### config.mk
export PLATFORM = sky130hd
export DESIGN_NAME = rxsc_top
export DESIGN_NICKNAME = d
export VERILOG_FILES = /design/src/logic/rxsc_pkg.sv /design/src/logic/rxsc_port_if.sv /design/src/logic/rxsc_sig_store.sv /design/src/logic/rxsc_err_count.sv /design/src/logic/rxsc_top.sv
export VERILOG_INCLUDE_DIRS = /design/src /design/src/logic
export SDC_FILE = /design/constraint.sdc
export NUM_CORES = 2
export LEC_CHECK = 0
export ABC_AREA = 1
export BUFFER_PORTS_ARGS = -buffer_cell sky130_fd_sc_hd__buf_4
export CAP_MARGIN = 20
export CORE_UTILIZATION = 35
export CTS_CLUSTER_DIAMETER = 200
export DETAILED_ROUTE_END_ITERATION = 10
export MAX_ROUTING_LAYER = met4
export PLACE_DENSITY = 0.53
export SYNTH_ARGS = -nofsm -noshare
export SYNTH_HDL_FRONTEND = slang
export SYNTH_SLANG_ARGS = --single-unit
### constraint.sdc
create_clock -name pclk -period 2.45 [get_ports pclk]
set_input_delay 0.1225 -clock pclk [delete_from_list [all_inputs] [get_ports pclk]]
set_output_delay 0.1225 -clock pclk [all_outputs]
set_load 0.05 [all_outputs]
### src/logic/rxsc_map.svh
// Register indices, field positions, reset values and timing counts for the rx signaling bank
`ifndef RXSC_MAP_SVH
`define RXSC_MAP_SVH

`define RXSC_NPORTS 8
`define RXSC_NSIG 16
// Register index within one port block; byte address is four times the full index
`define RXSC_PORT_STRIDE 12'h200
`define RXSC_IDX_MW1 9'h03c
`define RXSC_IDX_MW2 9'h03d
`define RXSC_IDX_MW3 9'h03e
`define RXSC_IDX_SIG_FIRST 9'h040
`define RXSC_IDX_SIG_LAST 9'h04f
`define RXSC_IDX_LCV_HI 9'h050
`define RXSC_IDX_LCV_LO 9'h051
`define RXSC_IDX_PCV_HI 9'h052
`define RXSC_IDX_PCV_LO 9'h053
`define RXSC_IDX_FOS_HI 9'h054
`define RXSC_IDX_FOS_LO 9'h055
`define RXSC_IDX_EB_HI 9'h056
`define RXSC_IDX_EB_LO 9'h057
`define RXSC_IDX_CFG 9'h0f0
`define RXSC_IDX_INT_STAT 9'h0f1
`define RXSC_IDX_INT_MASK 9'h0f2

// Configuration register fields
`define RXSC_CFG_E1_BIT 0
`define RXSC_CFG_ESF_BIT 1
`define RXSC_CFG_RESET 8'h00
`define RXSC_CFG_WMASK 8'h03

// Interrupt status and mask fields
`define RXSC_INT_SYNC_LOSS_BIT 0
`define RXSC_INT_SIG_CHANGE_BIT 1
`define RXSC_INT_CNT_SAT_BIT 2
`define RXSC_INT_WIDTH 3

`define RXSC_BYTE_RESET 8'h00
`define RXSC_CNT_RESET 16'h0000
`define RXSC_CNT_MAX 16'hffff

// Channel ranges
`define RXSC_T1_HALF 5'd12
`define RXSC_T1_LAST 5'd24
`define RXSC_E1_HALF 5'd15
`define RXSC_E1_LAST 5'd30

// Digital milliwatt sequence, one byte per frame, repeating
`define RXSC_MW_B0 8'h1e
`define RXSC_MW_B1 8'h0b
`define RXSC_MW_B2 8'h0b
`define RXSC_MW_B3 8'h1e
`define RXSC_MW_B4 8'h9e
`define RXSC_MW_B5 8'h8b
`define RXSC_MW_B6 8'h8b
`define RXSC_MW_B7 8'h9e

// Host polling intervals for signaling, in microseconds and cycles
`define RXSC_CLK_NS 10
`define RXSC_D4_POLL_US 1500
`define RXSC_ESF_POLL_US 3000
`define RXSC_D4_POLL_CYC ((`RXSC_D4_POLL_US * 1000) / `RXSC_CLK_NS)
`define RXSC_ESF_POLL_CYC ((`RXSC_ESF_POLL_US * 1000) / `RXSC_CLK_NS)

`endif

### src/logic/rxsc_pkg.sv
// Types and shared functions of the rx signaling and error counter bank
`default_nettype none
`include "rxsc_map.svh"
package rxsc_pkg;
  typedef logic [7:0] rxsc_byte_t;
  typedef logic [15:0] rxsc_cnt_t;
  typedef logic [4:0] rxsc_chan_t;
  typedef logic [3:0] rxsc_nib_t;
  typedef logic [`RXSC_NSIG-1:0][7:0] rxsc_sig_bank_t;

  // Milliwatt byte for a frame phase
  function automatic rxsc_byte_t rxsc_mw_byte(input logic [2:0] phase);
    unique case (phase)
      3'd0: rxsc_mw_byte = `RXSC_MW_B0;
      3'd1: rxsc_mw_byte = `RXSC_MW_B1;
      3'd2: rxsc_mw_byte = `RXSC_MW_B2;
      3'd3: rxsc_mw_byte = `RXSC_MW_B3;
      3'd4: rxsc_mw_byte = `RXSC_MW_B4;
      3'd5: rxsc_mw_byte = `RXSC_MW_B5;
      3'd6: rxsc_mw_byte = `RXSC_MW_B6;
      3'd7: rxsc_mw_byte = `RXSC_MW_B7;
    endcase
  endfunction : rxsc_mw_byte

  // Saturating increment, shared by all four counters
  function automatic rxsc_cnt_t rxsc_bump(input rxsc_cnt_t c, input logic ev);
    if (ev && c != `RXSC_CNT_MAX) begin
      rxsc_bump = c + 16'h0001;
    end else begin
      rxsc_bump = c;
    end
  endfunction : rxsc_bump
endpackage : rxsc_pkg
`default_nettype wire

### src/logic/rxsc_port_if.sv
// Per-port bundle between the top and its signaling and counter modules
`default_nettype none
interface rxsc_port_if;
  import rxsc_pkg::*;
  logic e1;
  logic esf;
  logic sync_loss;
  logic sig_valid;
  rxsc_chan_t sig_chan;
  rxsc_nib_t sig_abcd;
  logic lcv_ev;
  logic pcv_ev;
  logic fos_ev;
  logic eb_ev;
  rxsc_sig_bank_t sig_regs;
  logic sig_changed;
  rxsc_cnt_t lcv;
  rxsc_cnt_t pcv;
  rxsc_cnt_t frames_unsynced_count;
  rxsc_cnt_t eb;
  logic sat;

  modport sig_mp (
    input e1, esf, sync_loss, sig_valid, sig_chan, sig_abcd,
    output sig_regs, sig_changed
  );
  modport cnt_mp (
    input e1, lcv_ev, pcv_ev, fos_ev, eb_ev,
    output lcv, pcv, frames_unsynced_count, eb, sat
  );
  modport top_mp (
    output e1, esf, sync_loss, sig_valid, sig_chan, sig_abcd, lcv_ev, pcv_ev, fos_ev, eb_ev,
    input sig_regs, sig_changed, lcv, pcv, frames_unsynced_count, eb, sat
  );
endinterface : rxsc_port_if
`default_nettype wire

### src/logic/rxsc_sig_store.sv
// Receive signaling capture for one port: sixteen bytes of A/B/C/D nibbles
`default_nettype none
`include "rxsc_map.svh"
module rxsc_sig_store (
  input wire logic pclk,
  input wire logic presetn,
  rxsc_port_if.sig_mp bus
);
  import rxsc_pkg::*;

  rxsc_sig_bank_t sig_r;
  logic hit;
  logic hi_half;
  logic [3:0] slot;
  rxsc_nib_t nib;
  rxsc_byte_t old_byte;
  rxsc_byte_t new_byte;

  // Channel to register slot and nibble half
  always_comb begin
    hit = 1'b0;
    hi_half = 1'b0;
    slot = 4'h0;
    if (bus.e1) begin
      if (bus.sig_chan == 5'd0) begin
        hit = 1'b1; // Spare/alarm bits land in the low nibble of the first register
      end else if (bus.sig_chan <= `RXSC_E1_HALF) begin
        hit = 1'b1;
        hi_half = 1'b1;
        slot = bus.sig_chan[3:0];
      end else if (bus.sig_chan <= `RXSC_E1_LAST) begin
        hit = 1'b1;
        slot = 4'(bus.sig_chan - `RXSC_E1_HALF);
      end
    end else begin
      if (bus.sig_chan >= 5'd1 && bus.sig_chan <= `RXSC_T1_HALF) begin
        hit = 1'b1;
        hi_half = 1'b1;
        slot = 4'(bus.sig_chan - 5'd1);
      end else if (bus.sig_chan > `RXSC_T1_HALF && bus.sig_chan <= `RXSC_T1_LAST) begin
        hit = 1'b1;
        slot = 4'(bus.sig_chan - 5'd13);
      end
    end
  end

  // D4 carries only A and B, so they are repeated into C and D
  always_comb begin
    if (!bus.e1 && !bus.esf) begin
      nib = {bus.sig_abcd[3], bus.sig_abcd[2], bus.sig_abcd[3], bus.sig_abcd[2]};
    end else begin
      nib = bus.sig_abcd; // All four bits kept in ESF and E1
    end
    old_byte = sig_r[slot];
    new_byte = hi_half ? {nib, old_byte[3:0]} : {old_byte[7:4], nib};
    // A T1 capture left before a mode switch must not show through in E1
    if (bus.e1 && bus.sig_chan == 5'd0) begin
      new_byte = {4'h0, nib};
    end
  end

  // Store frozen while frame sync is lost, keeping the last good values
  always_ff @(posedge pclk or negedge presetn) begin
    if (!presetn) begin
      sig_r <= '0;
    end else if (bus.sig_valid && hit && !bus.sync_loss) begin
      sig_r[slot] <= new_byte;
    end
  end

  // One-cycle pulse when a stored byte really changes
  always_ff @(posedge pclk or negedge presetn) begin
    if (!presetn) begin
      bus.sig_changed <= 1'b0;
    end else begin
      bus.sig_changed <= bus.sig_valid && hit && !bus.sync_loss && (new_byte != old_byte);
    end
  end

  assign bus.sig_regs = sig_r;
endmodule : rxsc_sig_store
`default_nettype wire

### src/logic/rxsc_err_count.sv
// Four 16-bit receive error counters for one port
`default_nettype none
`include "rxsc_map.svh"
module rxsc_err_count (
  input wire logic pclk,
  input wire logic presetn,
  rxsc_port_if.cnt_mp bus
);
  import rxsc_pkg::*;

  rxsc_cnt_t lcv_r;
  rxsc_cnt_t pcv_r;
  rxsc_cnt_t fos_r;
  rxsc_cnt_t eb_r;
  logic eb_qual;

  // E-bit errors only mean something on an E1 line
  assign eb_qual = bus.eb_ev && bus.e1;

  // Counters saturate rather than wrap so a large count is never mistaken for a small one
  always_ff @(posedge pclk or negedge presetn) begin
    if (!presetn) begin
      lcv_r <= `RXSC_CNT_RESET;
      pcv_r <= `RXSC_CNT_RESET;
      fos_r <= `RXSC_CNT_RESET;
      eb_r <= `RXSC_CNT_RESET;
    end else begin
      lcv_r <= rxsc_bump(lcv_r, bus.lcv_ev);
      pcv_r <= rxsc_bump(pcv_r, bus.pcv_ev);
      fos_r <= rxsc_bump(fos_r, bus.fos_ev);
      eb_r <= rxsc_bump(eb_r, eb_qual);
    end
  end

  // Pulse when a counter reaches its ceiling on this event
  always_ff @(posedge pclk or negedge presetn) begin
    if (!presetn) begin
      bus.sat <= 1'b0;
    end else begin
      bus.sat <= (bus.lcv_ev && lcv_r == 16'hfffe) || (bus.pcv_ev && pcv_r == 16'hfffe) ||
                 (bus.fos_ev && fos_r == 16'hfffe) || (eb_qual && eb_r == 16'hfffe);
    end
  end

  assign bus.lcv = lcv_r;
  assign bus.pcv = pcv_r;
  assign bus.frames_unsynced_count = fos_r;
  assign bus.eb = eb_r;
endmodule : rxsc_err_count
`default_nettype wire

### src/logic/rxsc_top.sv
// Eight-port receive signaling, milliwatt and error counter bank behind APB
`default_nettype none
`include "rxsc_map.svh"
module rxsc_top (
  input wire logic pclk,
  input wire logic presetn,
  input wire logic psel,
  input wire logic penable,
  input wire logic pwrite,
  input wire logic [13:0] paddr,
  input wire logic [31:0] pwdata,
  output logic [31:0] prdata,
  output logic pready,
  output logic pslverr,
  output logic irq,
  input wire logic [7:0] rx_frame_start,
  input wire logic [7:0] rx_ts_valid,
  input wire logic [7:0][4:0] rx_ts_chan,
  input wire logic [7:0][7:0] rx_ts_data,
  output logic [7:0] rx_out_valid,
  output logic [7:0][4:0] rx_out_chan,
  output logic [7:0][7:0] rx_out_data,
  input wire logic [7:0] sig_valid,
  input wire logic [7:0][4:0] sig_chan,
  input wire logic [7:0][3:0] sig_abcd,
  input wire logic [7:0] frame_sync_loss,
  input wire logic [7:0] lcv_event,
  input wire logic [7:0] pcv_event,
  input wire logic [7:0] fos_event,
  input wire logic [7:0] ebit_event
);
  import rxsc_pkg::*;

  localparam int NP = `RXSC_NPORTS;

  // Software-visible control state
  logic [NP-1:0][23:0] channel_enable_bits_r;
  logic [NP-1:0][7:0] cfg_r;
  logic [NP-1:0][`RXSC_INT_WIDTH-1:0] int_stat_r;
  logic [NP-1:0][`RXSC_INT_WIDTH-1:0] int_mask_r;
  logic [NP-1:0][`RXSC_INT_WIDTH-1:0] int_set;
  logic [NP-1:0] sync_loss_d_r;
  logic [NP-1:0][2:0] mw_phase_r;

  // Bus-side state
  logic [31:0] prdata_r;
  logic pready_r;
  logic pslverr_r;
  logic irq_r;
  logic [7:0] rx_out_valid_r;
  logic [7:0][4:0] rx_out_chan_r;
  logic [7:0][7:0] rx_out_data_r;

  // Copies of per-port results, so the read mux can index them
  rxsc_sig_bank_t [NP-1:0] sig_all;
  rxsc_cnt_t [NP-1:0] lcv_all;
  rxsc_cnt_t [NP-1:0] pcv_all;
  rxsc_cnt_t [NP-1:0] fos_all;
  rxsc_cnt_t [NP-1:0] eb_all;
  logic [NP-1:0] sig_chg_all;
  logic [NP-1:0] sat_all;

  // Address decode
  logic [11:0] idx;
  logic [2:0] port_sel;
  logic [8:0] reg_sel;
  logic acc_read;
  logic acc_write;
  logic addr_ok;
  logic misaligned;
  rxsc_byte_t rd_byte;
  rxsc_byte_t wr_byte;

  assign idx = paddr[13:2];
  assign port_sel = idx[11:9]; // Port block = index / 0x200
  assign reg_sel = idx[8:0];
  assign misaligned = (paddr[1:0] != 2'b00);
  assign wr_byte = pwdata[7:0];

  // Reply is prepared in the first access cycle, write commits when pready is seen
  assign acc_read = psel && penable && !pready_r;
  assign acc_write = psel && penable && pready_r && pwrite && !pslverr_r;

  // Per-port submodules, joined through the bundle
  genvar g;
  generate
    for (g = 0; g < NP; g++) begin : g_port
      rxsc_port_if pif ();
      assign pif.e1 = cfg_r[g][`RXSC_CFG_E1_BIT];
      assign pif.esf = cfg_r[g][`RXSC_CFG_ESF_BIT];
      assign pif.sync_loss = frame_sync_loss[g];
      assign pif.sig_valid = sig_valid[g];
      assign pif.sig_chan = sig_chan[g];
      assign pif.sig_abcd = sig_abcd[g];
      assign pif.lcv_ev = lcv_event[g];
      assign pif.pcv_ev = pcv_event[g];
      assign pif.fos_ev = fos_event[g];
      assign pif.eb_ev = ebit_event[g];
      assign sig_all[g] = pif.sig_regs;
      assign sig_chg_all[g] = pif.sig_changed;
      assign lcv_all[g] = pif.lcv;
      assign pcv_all[g] = pif.pcv;
      assign fos_all[g] = pif.frames_unsynced_count;
      assign eb_all[g] = pif.eb;
      assign sat_all[g] = pif.sat;

      rxsc_sig_store u_sig (
        .pclk(pclk),
        .presetn(presetn),
        .bus(pif)
      );

      rxsc_err_count u_cnt (
        .pclk(pclk),
        .presetn(presetn),
        .bus(pif)
      );
    end
  endgenerate

  // Which indices exist in a port block
  always_comb begin
    unique case (reg_sel)
      `RXSC_IDX_MW1, `RXSC_IDX_MW2, `RXSC_IDX_MW3,
      `RXSC_IDX_LCV_HI, `RXSC_IDX_LCV_LO, `RXSC_IDX_PCV_HI, `RXSC_IDX_PCV_LO,
      `RXSC_IDX_FOS_HI, `RXSC_IDX_FOS_LO, `RXSC_IDX_EB_HI, `RXSC_IDX_EB_LO,
      `RXSC_IDX_CFG, `RXSC_IDX_INT_STAT, `RXSC_IDX_INT_MASK: addr_ok = !misaligned;
      default: addr_ok = !misaligned && reg_sel >= `RXSC_IDX_SIG_FIRST &&
                         reg_sel <= `RXSC_IDX_SIG_LAST;
    endcase
  end

  // Read mux; pure selection, so reading never disturbs stored values
  always_comb begin
    rd_byte = `RXSC_BYTE_RESET;
    unique case (reg_sel)
      `RXSC_IDX_MW1: rd_byte = channel_enable_bits_r[port_sel][7:0];
      `RXSC_IDX_MW2: rd_byte = channel_enable_bits_r[port_sel][15:8];
      `RXSC_IDX_MW3: rd_byte = channel_enable_bits_r[port_sel][23:16];
      `RXSC_IDX_LCV_HI: rd_byte = lcv_all[port_sel][15:8];
      `RXSC_IDX_LCV_LO: rd_byte = lcv_all[port_sel][7:0];
      `RXSC_IDX_PCV_HI: rd_byte = pcv_all[port_sel][15:8];
      `RXSC_IDX_PCV_LO: rd_byte = pcv_all[port_sel][7:0];
      `RXSC_IDX_FOS_HI: rd_byte = fos_all[port_sel][15:8];
      `RXSC_IDX_FOS_LO: rd_byte = fos_all[port_sel][7:0];
      `RXSC_IDX_EB_HI: rd_byte = eb_all[port_sel][15:8];
      `RXSC_IDX_EB_LO: rd_byte = eb_all[port_sel][7:0];
      `RXSC_IDX_CFG: rd_byte = cfg_r[port_sel];
      `RXSC_IDX_INT_STAT: rd_byte = {5'h00, int_stat_r[port_sel]};
      `RXSC_IDX_INT_MASK: rd_byte = {5'h00, int_mask_r[port_sel]};
      default: begin
        if (reg_sel >= `RXSC_IDX_SIG_FIRST && reg_sel <= `RXSC_IDX_SIG_LAST) begin
          rd_byte = sig_all[port_sel][reg_sel[3:0]];
        end
      end
    endcase
  end

  // APB answer: pready one cycle after the access phase begins
  always_ff @(posedge pclk or negedge presetn) begin
    if (!presetn) begin
      pready_r <= 1'b0;
      pslverr_r <= 1'b0;
      prdata_r <= 32'h0000_0000;
    end else begin
      pready_r <= acc_read;
      if (acc_read) begin
        pslverr_r <= !addr_ok;
        prdata_r <= (!pwrite && addr_ok) ? {24'h00_0000, rd_byte} : 32'h0000_0000;
      end else begin
        pslverr_r <= 1'b0;
      end
    end
  end

  // Milliwatt enables and configuration; signaling and counter indices accept no write
  always_ff @(posedge pclk or negedge presetn) begin
    if (!presetn) begin
      channel_enable_bits_r <= '0;
      cfg_r <= '0;
    end else if (acc_write) begin
      unique case (reg_sel)
        `RXSC_IDX_MW1: channel_enable_bits_r[port_sel][7:0] <= wr_byte;
        `RXSC_IDX_MW2: channel_enable_bits_r[port_sel][15:8] <= wr_byte;
        `RXSC_IDX_MW3: channel_enable_bits_r[port_sel][23:16] <= wr_byte;
        `RXSC_IDX_CFG: cfg_r[port_sel] <= wr_byte & `RXSC_CFG_WMASK;
        default: ;
      endcase
    end
  end

  // Interrupt events per port
  always_comb begin
    for (int p = 0; p < NP; p++) begin
      int_set[p][`RXSC_INT_SYNC_LOSS_BIT] = frame_sync_loss[p] && !sync_loss_d_r[p];
      int_set[p][`RXSC_INT_SIG_CHANGE_BIT] = sig_chg_all[p];
      int_set[p][`RXSC_INT_CNT_SAT_BIT] = sat_all[p];
    end
  end

  // Sticky status, write one to clear; a new event in the clear cycle wins
  always_ff @(posedge pclk or negedge presetn) begin
    if (!presetn) begin
      int_stat_r <= '0;
      int_mask_r <= '0;
      sync_loss_d_r <= '0;
    end else begin
      sync_loss_d_r <= frame_sync_loss;
      for (int p = 0; p < NP; p++) begin
        if (acc_write && port_sel == 3'(p) && reg_sel == `RXSC_IDX_INT_STAT) begin
          int_stat_r[p] <= (int_stat_r[p] & ~wr_byte[2:0]) | int_set[p];
        end else begin
          int_stat_r[p] <= int_stat_r[p] | int_set[p];
        end
        if (acc_write && port_sel == 3'(p) && reg_sel == `RXSC_IDX_INT_MASK) begin
          int_mask_r[p] <= wr_byte[2:0];
        end
      end
    end
  end

  // One level interrupt for all ports, registered
  always_ff @(posedge pclk or negedge presetn) begin
    if (!presetn) begin
      irq_r <= 1'b0;
    end else begin
      irq_r <= |(int_stat_r & int_mask_r);
    end
  end

  // Frame phase of the milliwatt sequence; restarts only by wrapping, one step per frame
  always_ff @(posedge pclk or negedge presetn) begin
    if (!presetn) begin
      mw_phase_r <= '0;
    end else begin
      for (int p = 0; p < NP; p++) begin
        if (rx_frame_start[p]) begin
          mw_phase_r[p] <= mw_phase_r[p] + 3'd1;
        end
      end
    end
  end

  // Receive data path, one stage; channels outside 1-24 are never substituted
  always_ff @(posedge pclk or negedge presetn) begin
    if (!presetn) begin
      rx_out_valid_r <= '0;
      rx_out_chan_r <= '0;
      rx_out_data_r <= '0;
    end else begin
      for (int p = 0; p < NP; p++) begin
        rx_out_valid_r[p] <= rx_ts_valid[p];
        rx_out_chan_r[p] <= rx_ts_chan[p];
        if (rx_ts_chan[p] >= 5'd1 && rx_ts_chan[p] <= `RXSC_T1_LAST &&
            channel_enable_bits_r[p][5'(rx_ts_chan[p] - 5'd1)]) begin
          rx_out_data_r[p] <= rxsc_mw_byte(mw_phase_r[p]);
        end else begin
          rx_out_data_r[p] <= rx_ts_data[p];
        end
      end
    end
  end

  assign prdata = prdata_r;
  assign pready = pready_r;
  assign pslverr = pslverr_r;
  assign irq = irq_r;
  assign rx_out_valid = rx_out_valid_r;
  assign rx_out_chan = rx_out_chan_r;
  assign rx_out_data = rx_out_data_r;
endmodule : rxsc_top
`default_nettype wire

==> results.md <==
Logic synthesis:
- The sequential-to-total area share from yosys stat is 43.86%.
- Yosys instantiated no cell more often than sky130_fd_sc_hd__nand2_1.
- The number of enable-type register cells in the synthesized netlist is 0.
- After synthesis, the netlist uses between 60 and 70 different library cells.
- The post-synthesis average cell area is 7.498 sq um.
- The number of register bits inferred by synthesis is 1,963.
- The netlist area before placement is between 0.1 and 0.15 sq mm.
- The Yosys step of the flow raised 0 warnings.
- The most used flip-flop cell after synthesis is sky130_fd_sc_hd__dfrtp_1.
- In the synthesized netlist the async set-or-reset flop fraction comes to 100.0%.
- By area the synthesized netlist is led by sky130_fd_sc_hd__dfrtp_1 44%, sky130_fd_sc_hd__nand2_1 16%, sky130_fd_sc_hd__inv_1 5.6%.
- The area share of the largest cell type after synthesis is 43.86%.
- Of all cell types, the one taking the most synthesized area is sky130_fd_sc_hd__dfrtp_1.
- The instance count of the mapped netlist is 14,940.
- The commonest cells after synthesis are 4,769 x sky130_fd_sc_hd__nand2_1, 1,963 x sky130_fd_sc_hd__dfrtp_1, 1,661 x sky130_fd_sc_hd__inv_1.

STA:
- The number of failing setup endpoints in the final timing report is 598.
- The final clock skew is 0.07975 ns.
- Setup repair after global routing could not meet its margin everywhere.
- Of the available clock period, the critical path in the final layout requires 110.8%.
- The final critical delay including setup and external delays is approximately 2.7 ns.
- The slew at the pin closest to its max-slew limit is 0.9100 ns.
- The final count of pins violating max slew is 0.
- The max-slew headroom at the worst pin is 38.69%.
- After layout, the worst setup slack is -0.2640 ns.
- The upper clock frequency limit is 368.5 MHz.
- The number of hold-slack violations in the final timing report is 0.

Route:
- The detailed-router iteration count before antenna repair is 6.
- The highest metal layer with signal wires is met4.
- The detailed route wirelength on metal2 is 295.9 mm.
- The routed via count divided by cell count is around 5.5.
- In the routed design, unresolved DRC markers number 0.
- The iteration-0 DRC count of the detailed router is ~15,000.
- The wire length the detailed router placed on met1 is 257.2 mm.
- The total wire length is 679.6 mm.
- The length of routed met3 wiring is 54.66 mm.
- Once detail routing completed, the nets flagged for antenna violations numbered 0.
- The final route contains about 120k vias.
- The routed length per instance is 30.74 um.

Pwr:
- The power density normalized to cell area is 879.7 mW/mm^2.
- For this design the static power due to leakage is roughly 0.078 uW.
- Across the VDD grid, the largest voltage drop is just over 800 uV.

Placed design:
- The instance count after placement with tap cells included is 21,070.
- The final weighted congestion in routability-driven placement is 1.143.
- The count of buffers added on input and output ports is 389.
- The half-perimeter wire length after detailed placement is 536.4 mm.

Min path:
- The worst hold path belongs to the class primary input to flip-flop.
- The start point of the worst hold path is pwrite.

Cells and area:
- The final layout contains 18,090 nets.
- The filler-free cell count of the finished design is 22,110.
- In the final layout, the share of cells above drive strength 1 is 23.76%.
- Cells fill 49.29% of the core in the end.
- Compared with the post-synthesis result, the final layout area differs by 39.97%.

Setup path:
- Along the worst path, the maximum fanout reaches 7.
- The kind of end point of the critical path is a flip-flop.
- The worst setup path is launched from a flip-flop.
- The launching element of the worst setup path is cfg_r[8].
- The critical path data arrival time is 3.53 ns.
- The startpoint identified for the worst register-to-register timing path is cfg_r[8].
- The data required time at the worst endpoint is 3.26 ns.
- The kind of critical path is flip-flop to flip-flop.

Floorplan:
- The die is between 500 and 600 um wide.
- The die covers 0.3223 sq mm.
- After floorplanning, the core was sized to cover roughly 0.32 sq mm.
- In this run the count of I/O pins placed on the die edge is 438.
- The floorplan has 207 rows.
- Once the floorplan was initialized, standard cells occupied between 30% and 40% of the core.
- The die outline height is 567.7 um.

GRT:
- Entering global routing, the biggest net connects 110 pins.
- Across every metal layer, demand over resource in global routing totals between 40% and 50%.
- The global-route wire length before repair is 923.1 mm.
- The via count of the first global-routing pass was ~110k.
- The number of antenna violations at the first check in global routing came to 75.
- The total overflow left after global routing is 0.

Status:
- The run finished, with violations left.
- The checks that failed: setup timing.

Clocking:
- The maximum count of clock buffers along a single path is 4.
- The clock tree root driver cell is sky130_fd_sc_hd__clkbuf_16.
- The clock-pin slew on the worst setup and hold paths is 0.06 ns.
- For this design, the sink count on the clock tree is around 2,000.
- In this run the number of H-tree levels came out at 4.
- The clock latency of the later-clocked register in the worst-skew pair is slightly below 1 ns.
- The number of buffers created by CTS is 233.
- TritonCTS built the clock tree.

Flow run:
- The count of maximum capacitance violations is 0.
## worst max-delay path, cell delays in order (launching register included)
cell and delay (ns):
sky130_fd_sc_hd__dfrtp_2 0.45, sky130_fd_sc_hd__inv_2 0.08, sky130_fd_sc_hd__buf_12 0.15, sky130_fd_sc_hd__buf_6 0.12, sky130_fd_sc_hd__nand3_4 0.10, sky130_fd_sc_hd__nand3_4 0.15, sky130_fd_sc_hd__nand2_8 0.11, sky130_fd_sc_hd__buf_12 0.18
sky130_fd_sc_hd__buf_12 0.14, sky130_fd_sc_hd__nand2_4 0.05, sky130_fd_sc_hd__nand2_2 0.05, sky130_fd_sc_hd__nand2_1 0.07, sky130_fd_sc_hd__nand2_1 0.07, sky130_fd_sc_hd__nand2_1 0.08, sky130_fd_sc_hd__nand2_2 0.08, sky130_fd_sc_hd__inv_2 0.06
sky130_fd_sc_hd__nand2_2 0.06, sky130_fd_sc_hd__nand3_2 0.06, sky130_fd_sc_hd__nand2_1 0.06, sky130_fd_sc_hd__nor2_1 0.10, sky130_fd_sc_hd__nand2_1 0.07, sky130_fd_sc_hd__nor2_1 0.13, sky130_fd_sc_hd__nor2_2 0.07
## logic make-up after synthesis
family	after synthesis	synth area share (%)
and+or+nand+nor	6819	25.24
AOI/OAI and AO/OA	3014	16.15
xor gates and xnor gates	522	4.082
adders and majority gates	128	1.430
buffers and inverters	2482	9.155
muxes	8	0.08043
DFF	1963	43.86
other	1	0.003348
## where the power goes
| group | internal, uW | leakage (uW) | switching (uW) |
|---|---|---|---|
| clock | 21700 | 0.00393 | 15600 |
| combinational | 19700 | 0.0489 | 33500 |
| sequential | 39700 | 0.0247 | 7840 |
| total | 81000 | 0.0776 | 56900 |
## metal layers
metal | GRT usage [%] | up-vias
met5 | - | -
met4 | 35.89 | 0
met3 | 7.589 | 1892
met2 | 62.62 | 6506
met1 | 49.36 | 58910
li1 | - | 54590
## per-stage QoR
stage	TNS, ns	worst slack (ns)	hold slack (ns)	instance area (sq um)	total power, uW
global route	-162.40	-0.3571	0.05542	156700	142100
CTS	-61.15	-0.2315	0.003840	153300	134700
detailed placement	-264.54	-1.149	0.06457	139300	95590
global placement	-251.19	-1.211	0.06532	139300	95360
finish	-50.67	-0.2640	0.02213	156800	137900
floorplan	0	0.1003	-0.1731	112100	64780
## cells in the final DEF, fill, tap and decap left out, drive strengths merged, types with 15 or more instances in the layout
cell type	count
dlygate4sd3	354
nor4	57
conb	24
inv	1696
xnor2	116
diode	68
a21oi	321
a211oi	19
nand2	4817
nand4	145
buf	2860
clkbuf	346
o21bai	15
a221oi	133
bufinv	27
o2111ai	31
or2	25
nand3b	62
o21ai	1477
clkinv	77
nor2	804
ha	128
clkinvlp	16
o221ai	23
o41ai	49
o22ai	649
o31ai	18
a22o	22
o211ai	175
nand3	688
a31oi	39
nor3	207
xor2	406
dfrtp	1963
## layout make-up
type,instances,area (sq um)
Fill cell,31480,161300
Multi-Input combinational cell,10520,55540
Sequential cell,1963,49130
Timing Repair Buffer,3246,32240
Clock buffer,317,6588
Inverter,1708,6469
Tap cell,4180,5230
Clock inverter,108,1394
Antenna cell,68,170.2
## state kept, by name (all words and copies together) (netlist names), 40 cells and up
signal	count
channel_enable_bits_r	192
g_port.u_cnt.bus.eb	128
g_port.u_cnt.bus.frames_unsynced_count	128
g_port.u_cnt.bus.lcv	128
g_port.u_cnt.bus.pcv	128
g_port.u_sig.bus.sig_regs	1024
rx_out_chan	40
rx_out_data	64
## worst paths after layout
| kind | endpoint | slack, ns | cells after the start |
|---|---|---|---|
| max | g_port[1].u_sig.bus.sig_changed | -0.26 | 22 |
| max in group asynchronous | g_port[3].u_sig.bus.sig_regs[110] | 1.48 | 4 |
| min reg2reg | int_stat_r[12] | 0.42 | 1 |
| min in group asynchronous | rx_out_data[34] | 0.08 | 3 |
| max reg2reg | g_port[1].u_sig.bus.sig_changed | -0.26 | 22 |
| min | prdata[6] | 0.02 | 5 |
## what timing repair did
action,in CTS,in global routing
hold endpoints to repair,3262,0
gates cloned,23,40
setup buffers,64,72
resized for setup,456,665
endpoints found under the setup margin,794,1091
hold buffers,355,0
pin swaps,100,232
No activity file was read; power rests on OpenSTA's default activity.
